$ cat src/hw/disk_ctrl_pkg.sv
// constants shared by the disk controller resource decoder
package disk_ctrl_pkg;
   // ==========================================================
   // register port
   localparam int REG_AW = 8;
   localparam int REG_DW = 16;
   localparam logic [7:0] OFF_CTRL = 8'h00;
   localparam logic [7:0] OFF_FDC_IO = 8'h04;
   localparam logic [7:0] OFF_FDC_IRQ = 8'h08;
   localparam logic [7:0] OFF_FDC_DMA = 8'h0c;
   localparam logic [7:0] OFF_HDC_IO = 8'h10;
   localparam logic [7:0] OFF_HDC_IRQ = 8'h14;
   localparam logic [7:0] OFF_HDC_DMA = 8'h18;
   localparam logic [7:0] OFF_FDC_RES = 8'h1c;
   localparam logic [7:0] OFF_HDC_RES = 8'h20;
   localparam logic [7:0] OFF_INT_STATUS = 8'h24;
   localparam logic [7:0] OFF_INT_MASK = 8'h28;
   localparam logic [7:0] OFF_STATUS = 8'h2c;
   // ==========================================================
   // control fields and reset values
   localparam int CTRL_FDC_EN = 0;
   localparam int CTRL_HDC_EN = 1;
   localparam logic [1:0] CTRL_RESET = 2'h3;
   localparam int INT_FDC = 0;
   localparam int INT_HDC = 1;
   localparam int INT_MEDIA = 2;
   localparam int INT_W = 3;
   localparam int STAT_MEDIA = 0;
   localparam int STAT_WP = 1;
   // ==========================================================
   // i/o address sets
   localparam int IO_AW = 16;
   localparam logic [3:0] FDC_IO_OFF = 4'h8;
   localparam logic [3:0] FDC_IO_RESET = 4'h0;
   localparam logic [IO_AW-1:0] FDC_BASE [0:7] = '{16'h03f0, 16'h0370,
      16'h03e0, 16'h0360, 16'h02f0, 16'h0270, 16'h02e0, 16'h0260};
   localparam logic [2:0] FDC_OFS_A = 3'h2;
   localparam logic [2:0] FDC_OFS_B = 3'h4;
   localparam logic [2:0] FDC_OFS_C = 3'h5;
   localparam logic [2:0] SHARED_OFS = 3'h7;
   localparam logic [2:0] HDC_IO_OFF = 3'h7;
   localparam logic [2:0] HDC_IO_RESET = 3'h0;
   localparam logic [IO_AW-1:0] HDC_CMD_BASE [0:6] = '{16'h01f0,
      16'h0170, 16'h01e8, 16'h0168, 16'h01e0, 16'h0160, 16'h01d8};
   localparam logic [IO_AW-1:0] HDC_CTL_BASE [0:6] = '{16'h03f0,
      16'h0370, 16'h03e0, 16'h0360, 16'h03e8, 16'h0368, 16'h03d8};
   localparam logic [2:0] HDC_CTL_OFS = 3'h6;
   // claimed-offset maps reported to software; shared offset bit clear
   localparam logic [7:0] FDC_CLAIM_MASK = 8'h34;
   localparam logic [7:0] HDC_CTL_CLAIM_MASK = 8'h40;
   // ==========================================================
   // interrupt and dma routing tables, last code disconnects
   localparam logic [2:0] IRQ_NONE = 3'h7;
   localparam logic [1:0] DMA_NONE = 2'h3;
   localparam int FDC_IRQ_MAP [0:7] = '{6, 3, 4, 5, 7, 10, 11, 0};
   localparam int HDC_IRQ_MAP [0:7] = '{14, 15, 10, 11, 12, 9, 5, 0};
   localparam int FDC_DMA_MAP [0:7] = '{2, 1, 3, 0, 0, 0, 0, 0};
   localparam int HDC_DMA_MAP [0:7] = '{3, 5, 6, 0, 0, 0, 0, 0};
   localparam int IRQ_LINES_MIN = 16;
   localparam int DMA_CHANS_MIN = 8;
endpackage

$ cat src/hw/disk_ctrl_resource_decoder.sv
// floppy and hard disk controller resource decoder with config registers
`timescale 1ns/1ps
`default_nettype none
// What this block does
// floppy answers at 3F2h, 3F4h and 3F5h in its legacy set.
// floppy never reports 3F7h among its claimed resources.
// floppy interrupt can drive interrupt line 6.
// floppy dma request can use channel 2.
// floppy can be disabled entirely.
// floppy and hard disk disable separately; the other keeps working.
// floppy relocatable to 372h, 374h, 375h and further sets.
// floppy never reports 377h among its claimed resources.
// floppy offers six more address sets plus decode off.
// write protect reads asserted while no medium is present.
// floppy interrupt routes to six more lines or disconnects.
// hard disk decodes 1F0h to 1F7h plus 3F6h.
// hard disk interrupt can drive interrupt line 14.
// hard disk dma selects among three channels.
// hard disk never reports 3F7h among its claimed resources.
// hard disk can be disabled.
// floppy dma selects two channels beyond channel 2.
// disabled controller decodes nothing and keeps requests inactive.
// software writes selections; routing follows the held selections.
module disk_ctrl_resource_decoder #(
   parameter int IRQ_LINES = 16,
   parameter int DMA_CHANS = 8
) (
   input wire logic core_clk,
   input wire logic rst_n,
   input wire logic [disk_ctrl_pkg::REG_AW-1:0] reg_addr,
   input wire logic [disk_ctrl_pkg::REG_DW-1:0] reg_wdata,
   input wire logic reg_wr,
   input wire logic reg_rd,
   output logic [disk_ctrl_pkg::REG_DW-1:0] reg_rdata,
   output logic dev_int,
   input wire logic [disk_ctrl_pkg::IO_AW-1:0] io_addr,
   input wire logic io_strobe,
   output logic fdc_cs,
   output logic fdc_shared_cs,
   output logic hdc_cmd_cs,
   output logic hdc_ctl_cs,
   output logic [2:0] io_ofs,
   input wire logic fdc_irq_req,
   input wire logic hdc_irq_req,
   input wire logic fdc_drq_req,
   input wire logic hdc_drq_req,
   output logic fdc_dack,
   output logic hdc_dack,
   output logic [IRQ_LINES-1:0] irq_line,
   output logic [DMA_CHANS-1:0] drq_line,
   input wire logic [DMA_CHANS-1:0] dack_line,
   input wire logic media_present,
   input wire logic drive_wp,
   output logic host_wp
);
   import disk_ctrl_pkg::*;
   // ==========================================================
   // parameter checks
   if (IRQ_LINES < IRQ_LINES_MIN) begin : g_chk_irq
      $error("IRQ_LINES too small for the routing tables");
   end
   if (DMA_CHANS < DMA_CHANS_MIN) begin : g_chk_dma
      $error("DMA_CHANS too small for the routing tables");
   end
   // ==========================================================
   // reset release
   logic rst_meta_n, rst_sync_n;
   always_ff @(posedge core_clk or negedge rst_n) begin
      if (!rst_n) begin
         rst_meta_n <= 1'b0;
         rst_sync_n <= 1'b0;
      end else begin
         rst_meta_n <= 1'b1;
         rst_sync_n <= rst_meta_n;
      end
   end
   // ==========================================================
   // configuration registers
   logic fdc_en, hdc_en, wr_status;
   logic [3:0] fdc_io;
   logic [2:0] fdc_irq_sel, hdc_io, hdc_irq_sel;
   logic [1:0] fdc_dma_sel, hdc_dma_sel;
   logic [INT_W-1:0] int_status, int_mask, int_event;
   always_ff @(posedge core_clk or negedge rst_sync_n) begin
      if (!rst_sync_n) begin
         fdc_en <= CTRL_RESET[CTRL_FDC_EN];
         hdc_en <= CTRL_RESET[CTRL_HDC_EN];
      end else if (reg_wr && reg_addr == OFF_CTRL) begin
         fdc_en <= reg_wdata[CTRL_FDC_EN];
         hdc_en <= reg_wdata[CTRL_HDC_EN];
      end
   end
   always_ff @(posedge core_clk or negedge rst_sync_n) begin
      if (!rst_sync_n) begin
         fdc_io <= FDC_IO_RESET;
         fdc_irq_sel <= '0;
         fdc_dma_sel <= '0;
         hdc_io <= HDC_IO_RESET;
         hdc_irq_sel <= '0;
         hdc_dma_sel <= '0;
      end else if (reg_wr) begin
         case (reg_addr)
            OFF_FDC_IO: begin
               // codes above the off code fold onto decode off
               fdc_io <= (reg_wdata[3:0] > FDC_IO_OFF) ? FDC_IO_OFF
                                                       : reg_wdata[3:0];
            end
            OFF_FDC_IRQ: fdc_irq_sel <= reg_wdata[2:0];
            OFF_FDC_DMA: fdc_dma_sel <= reg_wdata[1:0];
            OFF_HDC_IO: hdc_io <= reg_wdata[2:0];
            OFF_HDC_IRQ: hdc_irq_sel <= reg_wdata[2:0];
            OFF_HDC_DMA: hdc_dma_sel <= reg_wdata[1:0];
            default: begin
            end
         endcase
      end
   end
   // ==========================================================
   // interrupt status, write one to clear, new event wins
   assign wr_status = reg_wr && (reg_addr == OFF_INT_STATUS);
   always_ff @(posedge core_clk or negedge rst_sync_n) begin
      if (!rst_sync_n) begin
         int_status <= '0;
      end else begin
         int_status <= (int_status & ~(wr_status ? reg_wdata[INT_W-1:0]
                                                  : '0)) | int_event;
      end
   end
   always_ff @(posedge core_clk or negedge rst_sync_n) begin
      if (!rst_sync_n) begin
         int_mask <= '0;
      end else if (reg_wr && reg_addr == OFF_INT_MASK) begin
         int_mask <= reg_wdata[INT_W-1:0];
      end
   end
   always_ff @(posedge core_clk or negedge rst_sync_n) begin
      if (!rst_sync_n) begin
         dev_int <= 1'b0;
      end else begin
         dev_int <= |(int_status & int_mask);
      end
   end
   // ==========================================================
   // event detection
   logic fdc_irq_prev, hdc_irq_prev, media_prev, edge_armed;
   // media idles at either level, so its first sample only arms the edge
   always_ff @(posedge core_clk or negedge rst_sync_n) begin
      if (!rst_sync_n) begin
         fdc_irq_prev <= 1'b0;
         hdc_irq_prev <= 1'b0;
         media_prev <= 1'b0;
         edge_armed <= 1'b0;
      end else begin
         fdc_irq_prev <= fdc_irq_req;
         hdc_irq_prev <= hdc_irq_req;
         media_prev <= media_present;
         edge_armed <= 1'b1;
      end
   end
   // a disabled controller raises no event
   always_comb begin
      int_event = '0;
      int_event[INT_FDC] = fdc_en && fdc_irq_req && !fdc_irq_prev;
      int_event[INT_HDC] = hdc_en && hdc_irq_req && !hdc_irq_prev;
      int_event[INT_MEDIA] = edge_armed && (media_present ^ media_prev);
   end
   // ==========================================================
   // register read, data in the cycle after the strobe
   always_ff @(posedge core_clk or negedge rst_sync_n) begin
      if (!rst_sync_n) begin
         reg_rdata <= '0;
      end else if (reg_rd) begin
         reg_rdata <= '0;
         case (reg_addr)
            OFF_CTRL: begin
               reg_rdata[CTRL_FDC_EN] <= fdc_en;
               reg_rdata[CTRL_HDC_EN] <= hdc_en;
            end
            OFF_FDC_IO: reg_rdata[3:0] <= fdc_io;
            OFF_FDC_IRQ: reg_rdata[2:0] <= fdc_irq_sel;
            OFF_FDC_DMA: reg_rdata[1:0] <= fdc_dma_sel;
            OFF_HDC_IO: reg_rdata[2:0] <= hdc_io;
            OFF_HDC_IRQ: reg_rdata[2:0] <= hdc_irq_sel;
            OFF_HDC_DMA: reg_rdata[1:0] <= hdc_dma_sel;
            OFF_FDC_RES: reg_rdata[7:0] <= FDC_CLAIM_MASK;
            OFF_HDC_RES: reg_rdata[7:0] <= HDC_CTL_CLAIM_MASK;
            OFF_INT_STATUS: reg_rdata[INT_W-1:0] <= int_status;
            OFF_INT_MASK: reg_rdata[INT_W-1:0] <= int_mask;
            OFF_STATUS: begin
               reg_rdata[STAT_MEDIA] <= media_present;
               reg_rdata[STAT_WP] <= host_wp;
            end
            default: reg_rdata <= '0;
         endcase
      end else begin
         reg_rdata <= '0;
      end
   end
   // ==========================================================
   // i/o address decode
   logic fdc_live, hdc_live, fdc_blk, hdc_cmd_blk, hdc_ctl_blk;
   assign fdc_live = fdc_en && (fdc_io != FDC_IO_OFF);
   assign hdc_live = hdc_en && (hdc_io != HDC_IO_OFF);
   assign fdc_blk = fdc_live && (io_addr[IO_AW-1:3] ==
                                 FDC_BASE[fdc_io[2:0]][IO_AW-1:3]);
   assign hdc_cmd_blk = hdc_live && (io_addr[IO_AW-1:3] ==
                                     HDC_CMD_BASE[hdc_io][IO_AW-1:3]);
   assign hdc_ctl_blk = hdc_live && (io_addr[IO_AW-1:3] ==
                                     HDC_CTL_BASE[hdc_io][IO_AW-1:3]);
   always_ff @(posedge core_clk or negedge rst_sync_n) begin
      if (!rst_sync_n) begin
         fdc_cs <= 1'b0;
         fdc_shared_cs <= 1'b0;
         hdc_cmd_cs <= 1'b0;
         hdc_ctl_cs <= 1'b0;
         io_ofs <= '0;
      end else begin
         fdc_cs <= io_strobe && fdc_blk && (io_addr[2:0] == FDC_OFS_A ||
                   io_addr[2:0] == FDC_OFS_B ||
                   io_addr[2:0] == FDC_OFS_C);
         // shared offset is passed on but never counted as claimed
         fdc_shared_cs <= io_strobe && fdc_blk &&
                          (io_addr[2:0] == SHARED_OFS);
         hdc_cmd_cs <= io_strobe && hdc_cmd_blk;
         hdc_ctl_cs <= io_strobe && hdc_ctl_blk &&
                       (io_addr[2:0] == HDC_CTL_OFS);
         io_ofs <= io_addr[2:0];
      end
   end
   // ==========================================================
   // interrupt and dma routing
   logic [IRQ_LINES-1:0] fdc_irq_lines, hdc_irq_lines;
   logic [DMA_CHANS-1:0] fdc_drq_lines, hdc_drq_lines;
   logic fdc_ack, hdc_ack;

   request_router #(.LINES(IRQ_LINES), .SELW(3), .NONE_CODE(IRQ_NONE),
      .MAP(FDC_IRQ_MAP)) u_fdc_irq (
      .enable(fdc_en),
      .sel(fdc_irq_sel),
      .req(fdc_irq_req),
      .ack_in('0),
      .line_out(fdc_irq_lines),
      .ack_out()
   );

   request_router #(.LINES(IRQ_LINES), .SELW(3), .NONE_CODE(IRQ_NONE),
      .MAP(HDC_IRQ_MAP)) u_hdc_irq (
      .enable(hdc_en),
      .sel(hdc_irq_sel),
      .req(hdc_irq_req),
      .ack_in('0),
      .line_out(hdc_irq_lines),
      .ack_out()
   );

   request_router #(.LINES(DMA_CHANS), .SELW(2), .NONE_CODE(DMA_NONE),
      .MAP(FDC_DMA_MAP)) u_fdc_dma (
      .enable(fdc_en),
      .sel(fdc_dma_sel),
      .req(fdc_drq_req),
      .ack_in(dack_line),
      .line_out(fdc_drq_lines),
      .ack_out(fdc_ack)
   );

   request_router #(.LINES(DMA_CHANS), .SELW(2), .NONE_CODE(DMA_NONE),
      .MAP(HDC_DMA_MAP)) u_hdc_dma (
      .enable(hdc_en),
      .sel(hdc_dma_sel),
      .req(hdc_drq_req),
      .ack_in(dack_line),
      .line_out(hdc_drq_lines),
      .ack_out(hdc_ack)
   );
   // both may pick one line; or-ing keeps each working alone
   always_ff @(posedge core_clk or negedge rst_sync_n) begin
      if (!rst_sync_n) begin
         irq_line <= '0;
         drq_line <= '0;
         fdc_dack <= 1'b0;
         hdc_dack <= 1'b0;
      end else begin
         irq_line <= fdc_irq_lines | hdc_irq_lines;
         drq_line <= fdc_drq_lines | hdc_drq_lines;
         fdc_dack <= fdc_ack;
         hdc_dack <= hdc_ack;
      end
   end
   // ==========================================================
   // write protect
   always_ff @(posedge core_clk or negedge rst_sync_n) begin
      if (!rst_sync_n) begin
         host_wp <= 1'b1;
      end else begin
         host_wp <= drive_wp || !media_present;
      end
   end
endmodule
`default_nettype wire

$ cat src/hw/request_router.sv
// steers one request onto a selected host line and picks its acknowledge
`timescale 1ns/1ps
`default_nettype none
module request_router #(
   parameter int LINES = 16,
   parameter int SELW = 3,
   parameter int unsigned NONE_CODE = 7,
   parameter int MAP [0:7] = '{0, 0, 0, 0, 0, 0, 0, 0}
) (
   input wire logic enable,
   input wire logic [SELW-1:0] sel,
   input wire logic req,
   input wire logic [LINES-1:0] ack_in,
   output logic [LINES-1:0] line_out,
   output logic ack_out
);
   logic valid;

   // the routing table holds eight codes, so a wider select cannot be served
   if (SELW < 1 || SELW > 3) begin : g_chk_sel
      $error("SELW does not fit the routing table");
   end

   // disabled or disconnected: nothing reaches the host lines
   assign valid = enable && (32'(sel) != NONE_CODE);

   always_comb begin
      line_out = '0;
      ack_out = 1'b0;
      for (int i = 0; i < LINES; i++) begin
         if (valid && (MAP[sel] == i)) begin
            line_out[i] = req;
            ack_out = ack_in[i];
         end
      end
   end
endmodule
`default_nettype wire

$ cat config.mk
export PLATFORM = sky130hd
export DESIGN_NAME = disk_ctrl_resource_decoder
export DESIGN_NICKNAME = d
export VERILOG_FILES = /design/src/hw/disk_ctrl_pkg.sv /design/src/hw/disk_ctrl_resource_decoder.sv /design/src/hw/request_router.sv
export SDC_FILE = /design/constraint.sdc
export NUM_CORES = 1
export LEC_CHECK = 0
export BUFFER_PORTS_ARGS = -buffer_cell sky130_fd_sc_hd__buf_2
export CAP_MARGIN = 10
export CORE_MARGIN = 4
export CORE_UTILIZATION = 45
export DETAILED_ROUTE_END_ITERATION = 6
export HOLD_SLACK_MARGIN = 0.06
export PLACE_DENSITY_LB_ADDON = 0.08
export SYNTH_ARGS = -nofsm -noshare
export SYNTH_HDL_FRONTEND = slang
export SYNTH_SLANG_ARGS = --single-unit
$ cat constraint.sdc
create_clock -name core_clk -period 2.6 [get_ports core_clk]
set_input_delay 0.39 -clock core_clk [delete_from_list [all_inputs] [get_ports core_clk]]
set_output_delay 0.39 -clock core_clk [all_outputs]
set_load 0.02 [all_outputs]
### Word level (Yosys, flattened, before mapping)

Memory sizes are Yosys's and may differ from the RTL's.
Index checks and enable logic that the tools add are counted.

| word-level totals | value |
|---|---|
| register bits after elaboration | 82 |
| bits in read-only memories | 1,408 |
| input port bits | 59 |
| output and inout bits | 51 |
| logic and storage cells | 298 |
| memories | 7 |

| operators by class | value |
|---|---|
| magnitude comparators | 7 |
| equal/unequal tests | 69 |
| muxes and demuxes | 85 |
| bitwise logic cells | 13 |
| reduce and logical (&&, ||, !) cells | 89 |

Memory list:

| memory | words | bits a word | rd ports | clocked after Yosys merged registers in | wr ports | line | text |
|---|---|---|---|---|---|---|---|
| (no name shown) | 8 | 32 | 1 | 0 | 0 | request_router.sv:31 | `if (valid && (MAP[sel] == i)) begin` |
| (no name shown) | 8 | 32 | 1 | 0 | 0 | request_router.sv:31 |  |
| (no name shown) | 8 | 32 | 1 | 0 | 0 | request_router.sv:31 |  |
| (no name shown) | 8 | 32 | 1 | 0 | 0 | request_router.sv:31 |  |
| (no name shown) | 8 | 16 | 1 | 0 | 0 | disk_ctrl_resource_decoder.sv:209 | `HDC_CTL_BASE[hdc_io][IO_AW-1:3]);` |
| (no name shown) | 8 | 16 | 1 | 0 | 0 | disk_ctrl_resource_decoder.sv:207 | `HDC_CMD_BASE[hdc_io][IO_AW-1:3]);` |
| +1 memories | - | - | - | - | - | - |  |

Operators by type and width:

| operator | number |
|---|---|
| == test 32 x 4 -> 1 bit, second input constant | 16 |
| == test 32 x 5 -> 1 bit, second input constant | 16 |
| == test 32 x 3 -> 1 bit, second input constant | 8 |
| two-way mux 32 bit | 8 |
| == test 32 x 2 -> 1 bit, second input constant | 4 |
| logical NOT 32 bit | 4 |
| two-way mux 16 bit | 6 |
| logical AND 1 bit | 71 |
| two-way mux 1 bit | 65 |
| == test 13 bit | 3 |
| == test 8 x 5 -> 1 bit, second input constant | 4 |
| == test 8 x 6 -> 1 bit, second input constant | 4 |
| one-hot mux 2 bit (10 select lines) | 1 |
| == test 8 x 4 -> 1 bit, second input constant | 2 |
| greater-or-equal comparator 4 bit, second input constant | 4 |
| inverter 3 -> 4 bit | 4 |
| OR 16 bit | 1 |
| == test 3 bit, second input constant | 4 |
| AND reduction 2 bit | 6 |
| != test 3 bit, second input constant | 3 |
| == test 8 x 3 -> 1 bit, second input constant | 1 |
| greater-or-equal comparator 3 x 4 -> 1 bit, second input constant | 2 |
| logical NOT 8 bit | 1 |
| two-way mux 8 bit | 1 |
| 17 further kinds | 24 |

### Longest topological paths before layout

Gate-level depths: netlist of the first run.

| depth | value |
|---|---|
| depth after elaboration | 14 |
| depth in mapped cells | 6 |
| gate-level depth less buffers | 6 |

### Cells and area by module

A second synthesis of the first run with hierarchy kept.

| second synthesis, totals | value |
|---|---|
| cell total of the unflattened synthesis | 396 |
| area, all modules | 4,192.8 um^2 |

Modules (own cells, without submodules):

| module | instances | cells an instance | area each (um^2) | sequential area each (um^2) |
|---|---|---|---|---|
| disk_ctrl_resource_decoder | 1 | 248 | 3,118.0 | 1,805.5 |
| request_router at u_fdc_irq | 1 | 51 | 372.9 | 0.0 |
| request_router at u_hdc_irq | 1 | 53 | 371.6 | 0.0 |
| request_router at u_hdc_dma | 1 | 29 | 227.7 | 0.0 |
| request_router at u_fdc_dma | 1 | 15 | 102.6 | 0.0 |

### Worst setup path after synthesis of the first run

No wires, ideal clock.

| timing | value |
|---|---|
| path type | reg-to-reg |
| start point | register fdc_irq_sel[1] |
| end point | register irq_line[8] |
| setup time | 83 ps |
| arrival | 1,491 ps |
| data required time | 2,517 ps |
| setup slack | 1,027 ps |
| stages on the path, launching flop included | 6 |
| path buffers | 0 |
| clock period less this slack | 1,573 ps |
| cells stage by stage | dfrtp_1 -> inv_1 -> ha_1 -> nand2_1 -> or4_1 -> o22ai_1 |

| on the way | value |
|---|---|
| cells in the longest elaborated chain, start to end | 8 |
| elaborated cells on any way between the ends | 10 |
| those cells by class | eq/ne (2); mux (3); bitwise (2); reduce/logical (2); memory (1) |

Ends and longest elaborated chain:

| element | line | text |
|---|---|---|
| start, declared | disk_ctrl_resource_decoder.sv:81 | `logic [2:0] fdc_irq_sel, hdc_io, hdc_irq_sel;` |
| start signal, assigned | disk_ctrl_resource_decoder.sv:108 | `OFF_FDC_IRQ: fdc_irq_sel <= reg_wdata[2:0];` |
| inverter 3 -> 4 bit (implied by the code) | request_router.sv:31 |  |
| memory (8 x 32 bit) | - |  |
| two-way mux 32 bit (2 in series) | - |  |
| == test 32 x 5 -> 1 bit | request_router.sv:31 |  |
| logical AND 1 bit * | request_router.sv:31 |  |
| two-way mux 1 bit * | request_router.sv:31 |  |
| OR 16 bit * | disk_ctrl_resource_decoder.sv:283 | `irq_line <= fdc_irq_lines \| hdc_irq_lines;` |
| end signal, assigned | disk_ctrl_resource_decoder.sv:283 |  |
| end, declared | disk_ctrl_resource_decoder.sv:49 | `output logic [IRQ_LINES-1:0] irq_line,` |

Every way passes the cells marked *; elsewhere a longest branch is shown, timed or not. The select of a mux whose other input is x is not followed.
A chain may end at the register's enable or synchronous reset.

### Worst setup path in the final report of the first run

| timing | value |
|---|---|
| start point | register fdc_irq_sel[1] |
| end point | register irq_line[9] |

The elaborated chain is that of the path after synthesis.

==> flow_metrics.env, run 1 <==
export IMPL_finalWorstSetupSlack_ps=740
export IMPL_p_leak_nw=2.09
export IMPL_cts_tree="done"
export IMPL_worst_hold_path_num_cells=1
export IMPL_power_switching_share=0.269
export IMPL_timing_max_transition_violations_final=0
export IMPL_run_status="completed"
export IMPL_p_int_w=0.00164
export IMPL_finalHoldViolCount=0
export IMPL_globalRouteTotalUtil=0.177
export IMPL_timing_setup_critical_path_class="flop to flop"
export IMPL_synth_edff_count=0
export IMPL_syn_mean_instance_area_um2=11.3
export IMPL_cts_root_buffer_cell="clkbuf_8"
export IMPL_ys_warn_count=0
export IMPL_netlist_top_cells_area="dfrtp_1 49%, mux2_2 7.0%, ha_1 4.2%, buf_4 2.5%, mux2i_1 2.3%"
export IMPL_core_area_um2=7690
export IMPL_n_antenna_cell=0
export IMPL_mappedNetlistArea_um2=3530
export IMPL_fp_dieArea_um2=9330
export IMPL_post_route_period_util=0.715
export IMPL_min_path_type="primary input to flop"
export IMPL_route_vias_total=2695
export IMPL_wire_length_of_the_first_global_routing_pass_um=13600
export IMPL_grt_start_max_net_pins=40
export IMPL_final_common_cell="buf_2"
export IMPL_routed_via_density=5.24
export IMPL_cts_path_max_buffers=2
export IMPL_antenna_found_initial=0
export IMPL_timing_reg2reg_worst_path_depth=5
export IMPL_first_pass_iters=4
export IMPL_cts_htree_levels=3
export IMPL_dpl_hpwl_um=5990
export IMPL_synthDominantAreaCellType="dfrtp_1"
export IMPL_num_io_pins=110
export IMPL_detailedRoute_firstIterationViolations=114
export IMPL_endpoint_kind="flop"
export IMPL_power_dissipated_by_switching_net_loads_w=0.000601
export IMPL_final_setup_fails=0
export IMPL_floorplan_initialDensity=0.460
export IMPL_synth_top_area_share=0.489
export IMPL_number_of_distinct_library_cells_after_synthesis=54
export IMPL_synth_async_sr_flop_share=1.00
export IMPL_grt_pass1_vias=2749
export IMPL_ys_seq_area_frac=0.511
export IMPL_worst_setup_hold_path_clk_slew_ps=80
export IMPL_cp_start_kind="flop"
export IMPL_worst_hold_slack_ps=183
export IMPL_clock_skew_final_ps=7.36
export IMPL_clock_sinks=72
export IMPL_pwr_share_comb=0.107
export IMPL_synthToLayoutAreaGrowth_pct=19.8
export IMPL_max_transition_margin=0.551
export IMPL_place_worst_setup_slack_ps=671
export IMPL_clock_power_share=0.353
export IMPL_finalNetCount=478
export IMPL_final_period_minus_worst_setup_slack_ps=1860
export IMPL_gpl_final_weighted_congestion=0.838
export IMPL_drt_wl_total_um=7880
export IMPL_crit_fanout=11
export IMPL_top_library_cells_by_usage_in_the_layout_fill_and_taps_aside="87 x buf_2, 68 x dfrtp_1, 22 x mux2_2, 20 x nor2_1, 18 x nand2_1"
export IMPL_postRouteAntennaNets=0
export IMPL_rsz0062_at_grt="false"
export IMPL_p_seq_frac=0.540
export IMPL_power_per_cell_area_nw_per_um2=529
export IMPL_synth_top_flop_cell="dfrtp_1"
export IMPL_drt_drc_violations_left=0
export IMPL_gr_total_overflow=0
export IMPL_max_cap_violations=0
export IMPL_setup_tns_final_ps=0
export IMPL_tightestPinTransition_ps=673
export IMPL_numPortBuffers=87
export IMPL_die_x_um=96.6
export IMPL_cts_buffers_inserted=9
export IMPL_critPathArrivalTime_ps=2110
export IMPL_detail_route_wl_per_cell_um=15.3
export IMPL_timing_fmax_mhz=538
export IMPL_clock_latency_ps=330
export IMPL_fp_row_count=32
export IMPL_drive_gt1_frac=0.333
export IMPL_syn_instance_count=314
export IMPL_synth_register_bits=72
export IMPL_die_height_um=96.6
export IMPL_cts_repair_resized=0
export IMPL_ir_drop_uv=439
export IMPL_cp_data_required_time_ps=2850
==> cells in the mapped netlist, types with 6 or more instances <==
library cell	count
a21oi_1	9
and3_1	6
buf_4	12
dfrtp_1	69
ha_1	12
inv_1	7
mux2_2	22
mux2i_1	8
nand2_1	18
nand2b_1	7
nand3_1	10
nand3b_1	9
nor2_1	20
nor2b_1	8
nor3_1	8
o21ai_0	7
o22ai_1	11
xnor2_1	6
==> state kept, by name (all words and copies together), names as in the netlist, 2 cells and up <==
| signal | cells |
|---|---|
| drq_line | 8 |
| hdc_io | 3 |
| int_status | 3 |
| fdc_dma_sel | 2 |
| fdc_io | 4 |
| reg_rdata | 6 |
| hdc_irq_sel | 3 |
| io_ofs | 3 |
| hdc_dma_sel | 2 |
| irq_line | 16 |
| int_mask | 3 |
| fdc_irq_sel | 3 |
==> layout make-up <==
type | count | area (um^2)
fillers | 743 | 3450
flip-flops and latches | 72 | 1810
multi-input cells | 227 | 1620
repair buffers | 90 | 473
clock buffers | 12 | 145
well taps | 102 | 128
clock inverters | 4 | 30.0
inverters | 7 | 26.3
==> metrics by stage <==
stage	power (W)	area (um^2)	instances	util
after detailed placement	0.00147	4050	497	0.527
after CTS	0.00226	4230	514	0.551
after floorplan	0.00138	3570	324	-
after global routing	0.00235	4230	514	0.551
after global placement	0.00147	4050	497	0.527
final	0.00224	4230	514	0.551
==> worst paths after layout <==
path	start	endpoint	slack, ps
max in group asynchronous	rst_sync_n$_DFF_PN0_	hdc_en$_DFFE_PN1P_	1600
min reg2reg	rst_sync_n$_DFF_PN0_	irq_line[11]$_DFF_PN0_	310
min	hdc_irq_req	hdc_irq_prev$_DFF_PN0_	180
max	fdc_irq_sel[1]$_DFFE_PN0P_	irq_line[9]$_DFF_PN0_	740
max reg2reg	fdc_irq_sel[1]$_DFFE_PN0P_	irq_line[9]$_DFF_PN0_	740
min in group asynchronous	rst_sync_n$_DFF_PN0_	irq_line[11]$_DFF_PN0_	310
==> metal layers <==
layer	global-route usage	routed length, um
met5	0	0
met4	0.0616	104
met3	0.0317	303
met2	0.281	3850
met1	0.245	3620
==> cell families (layout without fill, tap and decap cells) <==
group                      Yosys count  in the layout  synth area share
AOI/OAI and AO/OA                   51             51             0.101
xor gates and xnor gates             7              7            0.0174
adders and majority gates           12             12            0.0425
buffers and inverters               25            113            0.0400
DFF                                 72             72             0.511
muxes                               30             30            0.0928
other                                2             12           0.00213
and+or+nand+nor                    115            115             0.193
==> worst max-delay path, cell delays in order (launching register included) <==
cell	delay, ps
dfrtp_1	540
inv_1	130
ha_1	310
nand2_1	60
or4_1	520
o22ai_1	220
==> power groups by stage <==
stage	sequential, W	clock, W	combinational (W)
finish	0.00121	0.000789	0.000239
global route	0.00122	0.000860	0.000269
CTS	0.00121	0.000810	0.000240
detailed placement	0.00123	0	0.000237
global placement	0.00123	0	0.000234
floorplan	0.00123	0	0.000145
==> repair_timing <==
item / CTS / global route
setup buffers: 0 / 0
hold endpoints to repair: 2 / 0
hold buffers: 1 / 0
No activity file was read; power rests on OpenSTA's default activity.
==> run 2, diff against run 1 <==
==> constraint.sdc (replaced) <==
create_clock -name core_clk -period 1.8 [get_ports core_clk]
set_input_delay 0.27 -clock core_clk [delete_from_list [all_inputs] [get_ports core_clk]]
set_output_delay 0.27 -clock core_clk [all_outputs]
set_load 0.02 [all_outputs]
==> flow_metrics.env, run 2 (same netlist as run 1, synthesis figures left out) <==
export IMPL_final_period_minus_worst_setup_slack_ps=1700
export IMPL_timing_max_transition_violations_final=0
export IMPL_critPathArrivalTime_ps=1960
export IMPL_cts_tree="done"
export IMPL_timing_critical_path_depth=5
export IMPL_synthToLayoutAreaGrowth_pct=23.6
export IMPL_routed_via_density=5.22
export IMPL_clock_latency_ps=350
export IMPL_cts_htree_levels=3
export IMPL_clock_sinks=72
export IMPL_first_pass_iters=4
export IMPL_die_height_um=96.6
export IMPL_endpoint_kind="flop"
export IMPL_drt_drc_violations_left=0
export IMPL_rsz0062_at_grt="false"
export IMPL_fp_row_count=32
export IMPL_layout_core_utilization=0.568
export IMPL_worst_setup_hold_path_clk_slew_ps=80
export IMPL_max_cap_violations=0
export IMPL_globalRouteTotalUtil=0.180
export IMPL_cts_buffers_inserted=9
export IMPL_route_vias_total=2747
export IMPL_cts_path_max_buffers=2
export IMPL_p_seq_frac=0.510
export IMPL_fp_dieArea_um2=9330
export IMPL_min_path_type="primary input to flop"
export IMPL_postRouteAntennaNets=0
export IMPL_detail_route_wl_per_cell_um=15.6
export IMPL_run_status="completed"
export IMPL_reg_top3="irq_line: 16 flops, drq_line: 8 flops, reg_rdata: 6 flops"
export IMPL_drive_gt1_frac=0.351
export IMPL_clock_power_share=0.377
export IMPL_flip_flop_count_of_the_largest_register_after_layout=16
export IMPL_timing_fmax_mhz=588
export IMPL_worst_hold_slack_ps=85.3
export IMPL_cpPeakStageDelay_ps=510
export IMPL_cts_root_buffer_cell="clkbuf_8"
export IMPL_power_dissipated_by_switching_net_loads_w=0.000920
export IMPL_setup_tns_final_ps=0
export IMPL_cp_buffers_inverters=1
export IMPL_gr_total_overflow=0
export IMPL_finalWorstSetupSlack_ps=99.2
export IMPL_grt_pass1_vias=2739
export IMPL_die_x_um=96.6
export IMPL_num_io_pins=110
export IMPL_numPortBuffers=87
export IMPL_cp_data_required_time_ps=2060
export IMPL_pwr_share_comb=0.113
export IMPL_crit_family="simple AND/OR/NAND/NOR gates"
export IMPL_finalHoldViolCount=0
export IMPL_crit_fanout=5
export IMPL_crit_path_cell_trace="inv_1, ha_1, nand2_1, or4_1, o22ai_1"
export IMPL_top_library_cells_by_usage_in_the_layout_fill_and_taps_aside="87 x buf_2, 68 x dfrtp_1, 22 x mux2_2, 20 x nor2_1, 18 x nand2_1"
export IMPL_detailedRoute_firstIterationViolations=124
export IMPL_worst_hold_path_num_cells=1
export IMPL_antenna_found_initial=0
export IMPL_power_switching_share=0.271
export IMPL_cp_start_kind="flop"
export IMPL_power_per_cell_area_nw_per_um2=778
export IMPL_final_common_cell="buf_2"
export IMPL_dpl_hpwl_um=6080
export IMPL_timing_reg2reg_worst_path_depth=5
export IMPL_p_int_w=0.00248
export IMPL_place_worst_setup_slack_ps=106
export IMPL_wire_length_of_the_first_global_routing_pass_um=13500
export IMPL_n_antenna_cell=0
export IMPL_gpl_final_weighted_congestion=0.869
export IMPL_ir_drop_uv=398
export IMPL_finalNetCount=490
export IMPL_timing_critical_path_slowest_stage_cell="or4_1"
export IMPL_post_route_period_util=0.945
export IMPL_final_setup_fails=0
export IMPL_clock_skew_final_ps=4.95
export IMPL_grt_start_max_net_pins=44
export IMPL_floorplan_initialDensity=0.460
export IMPL_p_leak_nw=2.16
export IMPL_drt_wl_total_um=8190
export IMPL_timing_setup_critical_path_class="flop to flop"
export IMPL_core_area_um2=7690
export IMPL_registers_top_by_ff_count="irq_line"
run 2: stage by stage:
step	total power [W]	std cells	instance area, um^2
3_3_place_gp	0.00213	506	4130
4_1_cts	0.00343	526	4360
5_1_grt	0.00356	526	4370
2_1_floorplan	0.00199	324	3570
3_5_place_dp	0.00214	506	4130
6_report	0.00340	526	4370
run 2: path summary, 6_finish.rpt:
| kind | to | startpoint | slack [ps] |
|---|---|---|---|
| max in group asynchronous | hdc_en$_DFFE_PN1P_ | rst_sync_n$_DFF_PN0_ | 1250 |
| min reg2reg | fdc_dack$_DFF_PN0_ | rst_sync_n$_DFF_PN0_ | 250 |
| min in group asynchronous | rst_meta_n$_DFF_PN0_ | rst_n | 230 |
| max reg2reg | irq_line[9]$_DFF_PN0_ | fdc_irq_sel[0]$_DFFE_PN0P_ | 100 |
| min | io_ofs[2]$_DFF_PN0_ | io_addr[2] | 90 |
| max | irq_line[9]$_DFF_PN0_ | fdc_irq_sel[0]$_DFFE_PN0P_ | 100 |
run 2: cell type report:
class	count	area, um^2
multi-input combinational	227	1630
fill	723	3320
clock buffer	9	124
tap	102	128
sequential	72	1810
timing repair buffer	102	583
inverter	7	26.3
clock inverter	7	72.6
run 2: metal layers:
| layer | vias to the layer above | share of wire | GRT usage | routed length, um |
|---|---|---|---|---|
| met2 | 84 | 0.49 | 0.289 | 3980 |
| met3 | 13 | 0.056 | 0.0469 | 458 |
| met1 | 1315 | 0.44 | 0.236 | 3630 |
| met4 | 0 | 0.015 | 0.0616 | 123 |
| li1 | 1335 | - | - | - |
| met5 | - | 0 | 0 | 0 |
run 2: repair_timing:
| action | in CTS | in global routing |
|---|---|---|
| hold endpoints to repair | 5 | 0 |
| hold buffers | 4 | 0 |
| setup buffers | 0 | 0 |
| gates resized for setup | 0 | 1 |
| endpoints found under the setup margin | 0 | 2 |
run 2: power groups by stage:
| stage | Sequential (W) | Combinational (W) | Clock [W] |
|---|---|---|---|
| finish | 0.00173 | 0.000383 | 0.00128 |
| global route | 0.00174 | 0.000430 | 0.00139 |
| CTS | 0.00173 | 0.000386 | 0.00132 |
| global placement | 0.00176 | 0.000371 | 0 |
| detailed placement | 0.00176 | 0.000377 | 0 |
| floorplan | 0.00178 | 0.000210 | 0 |
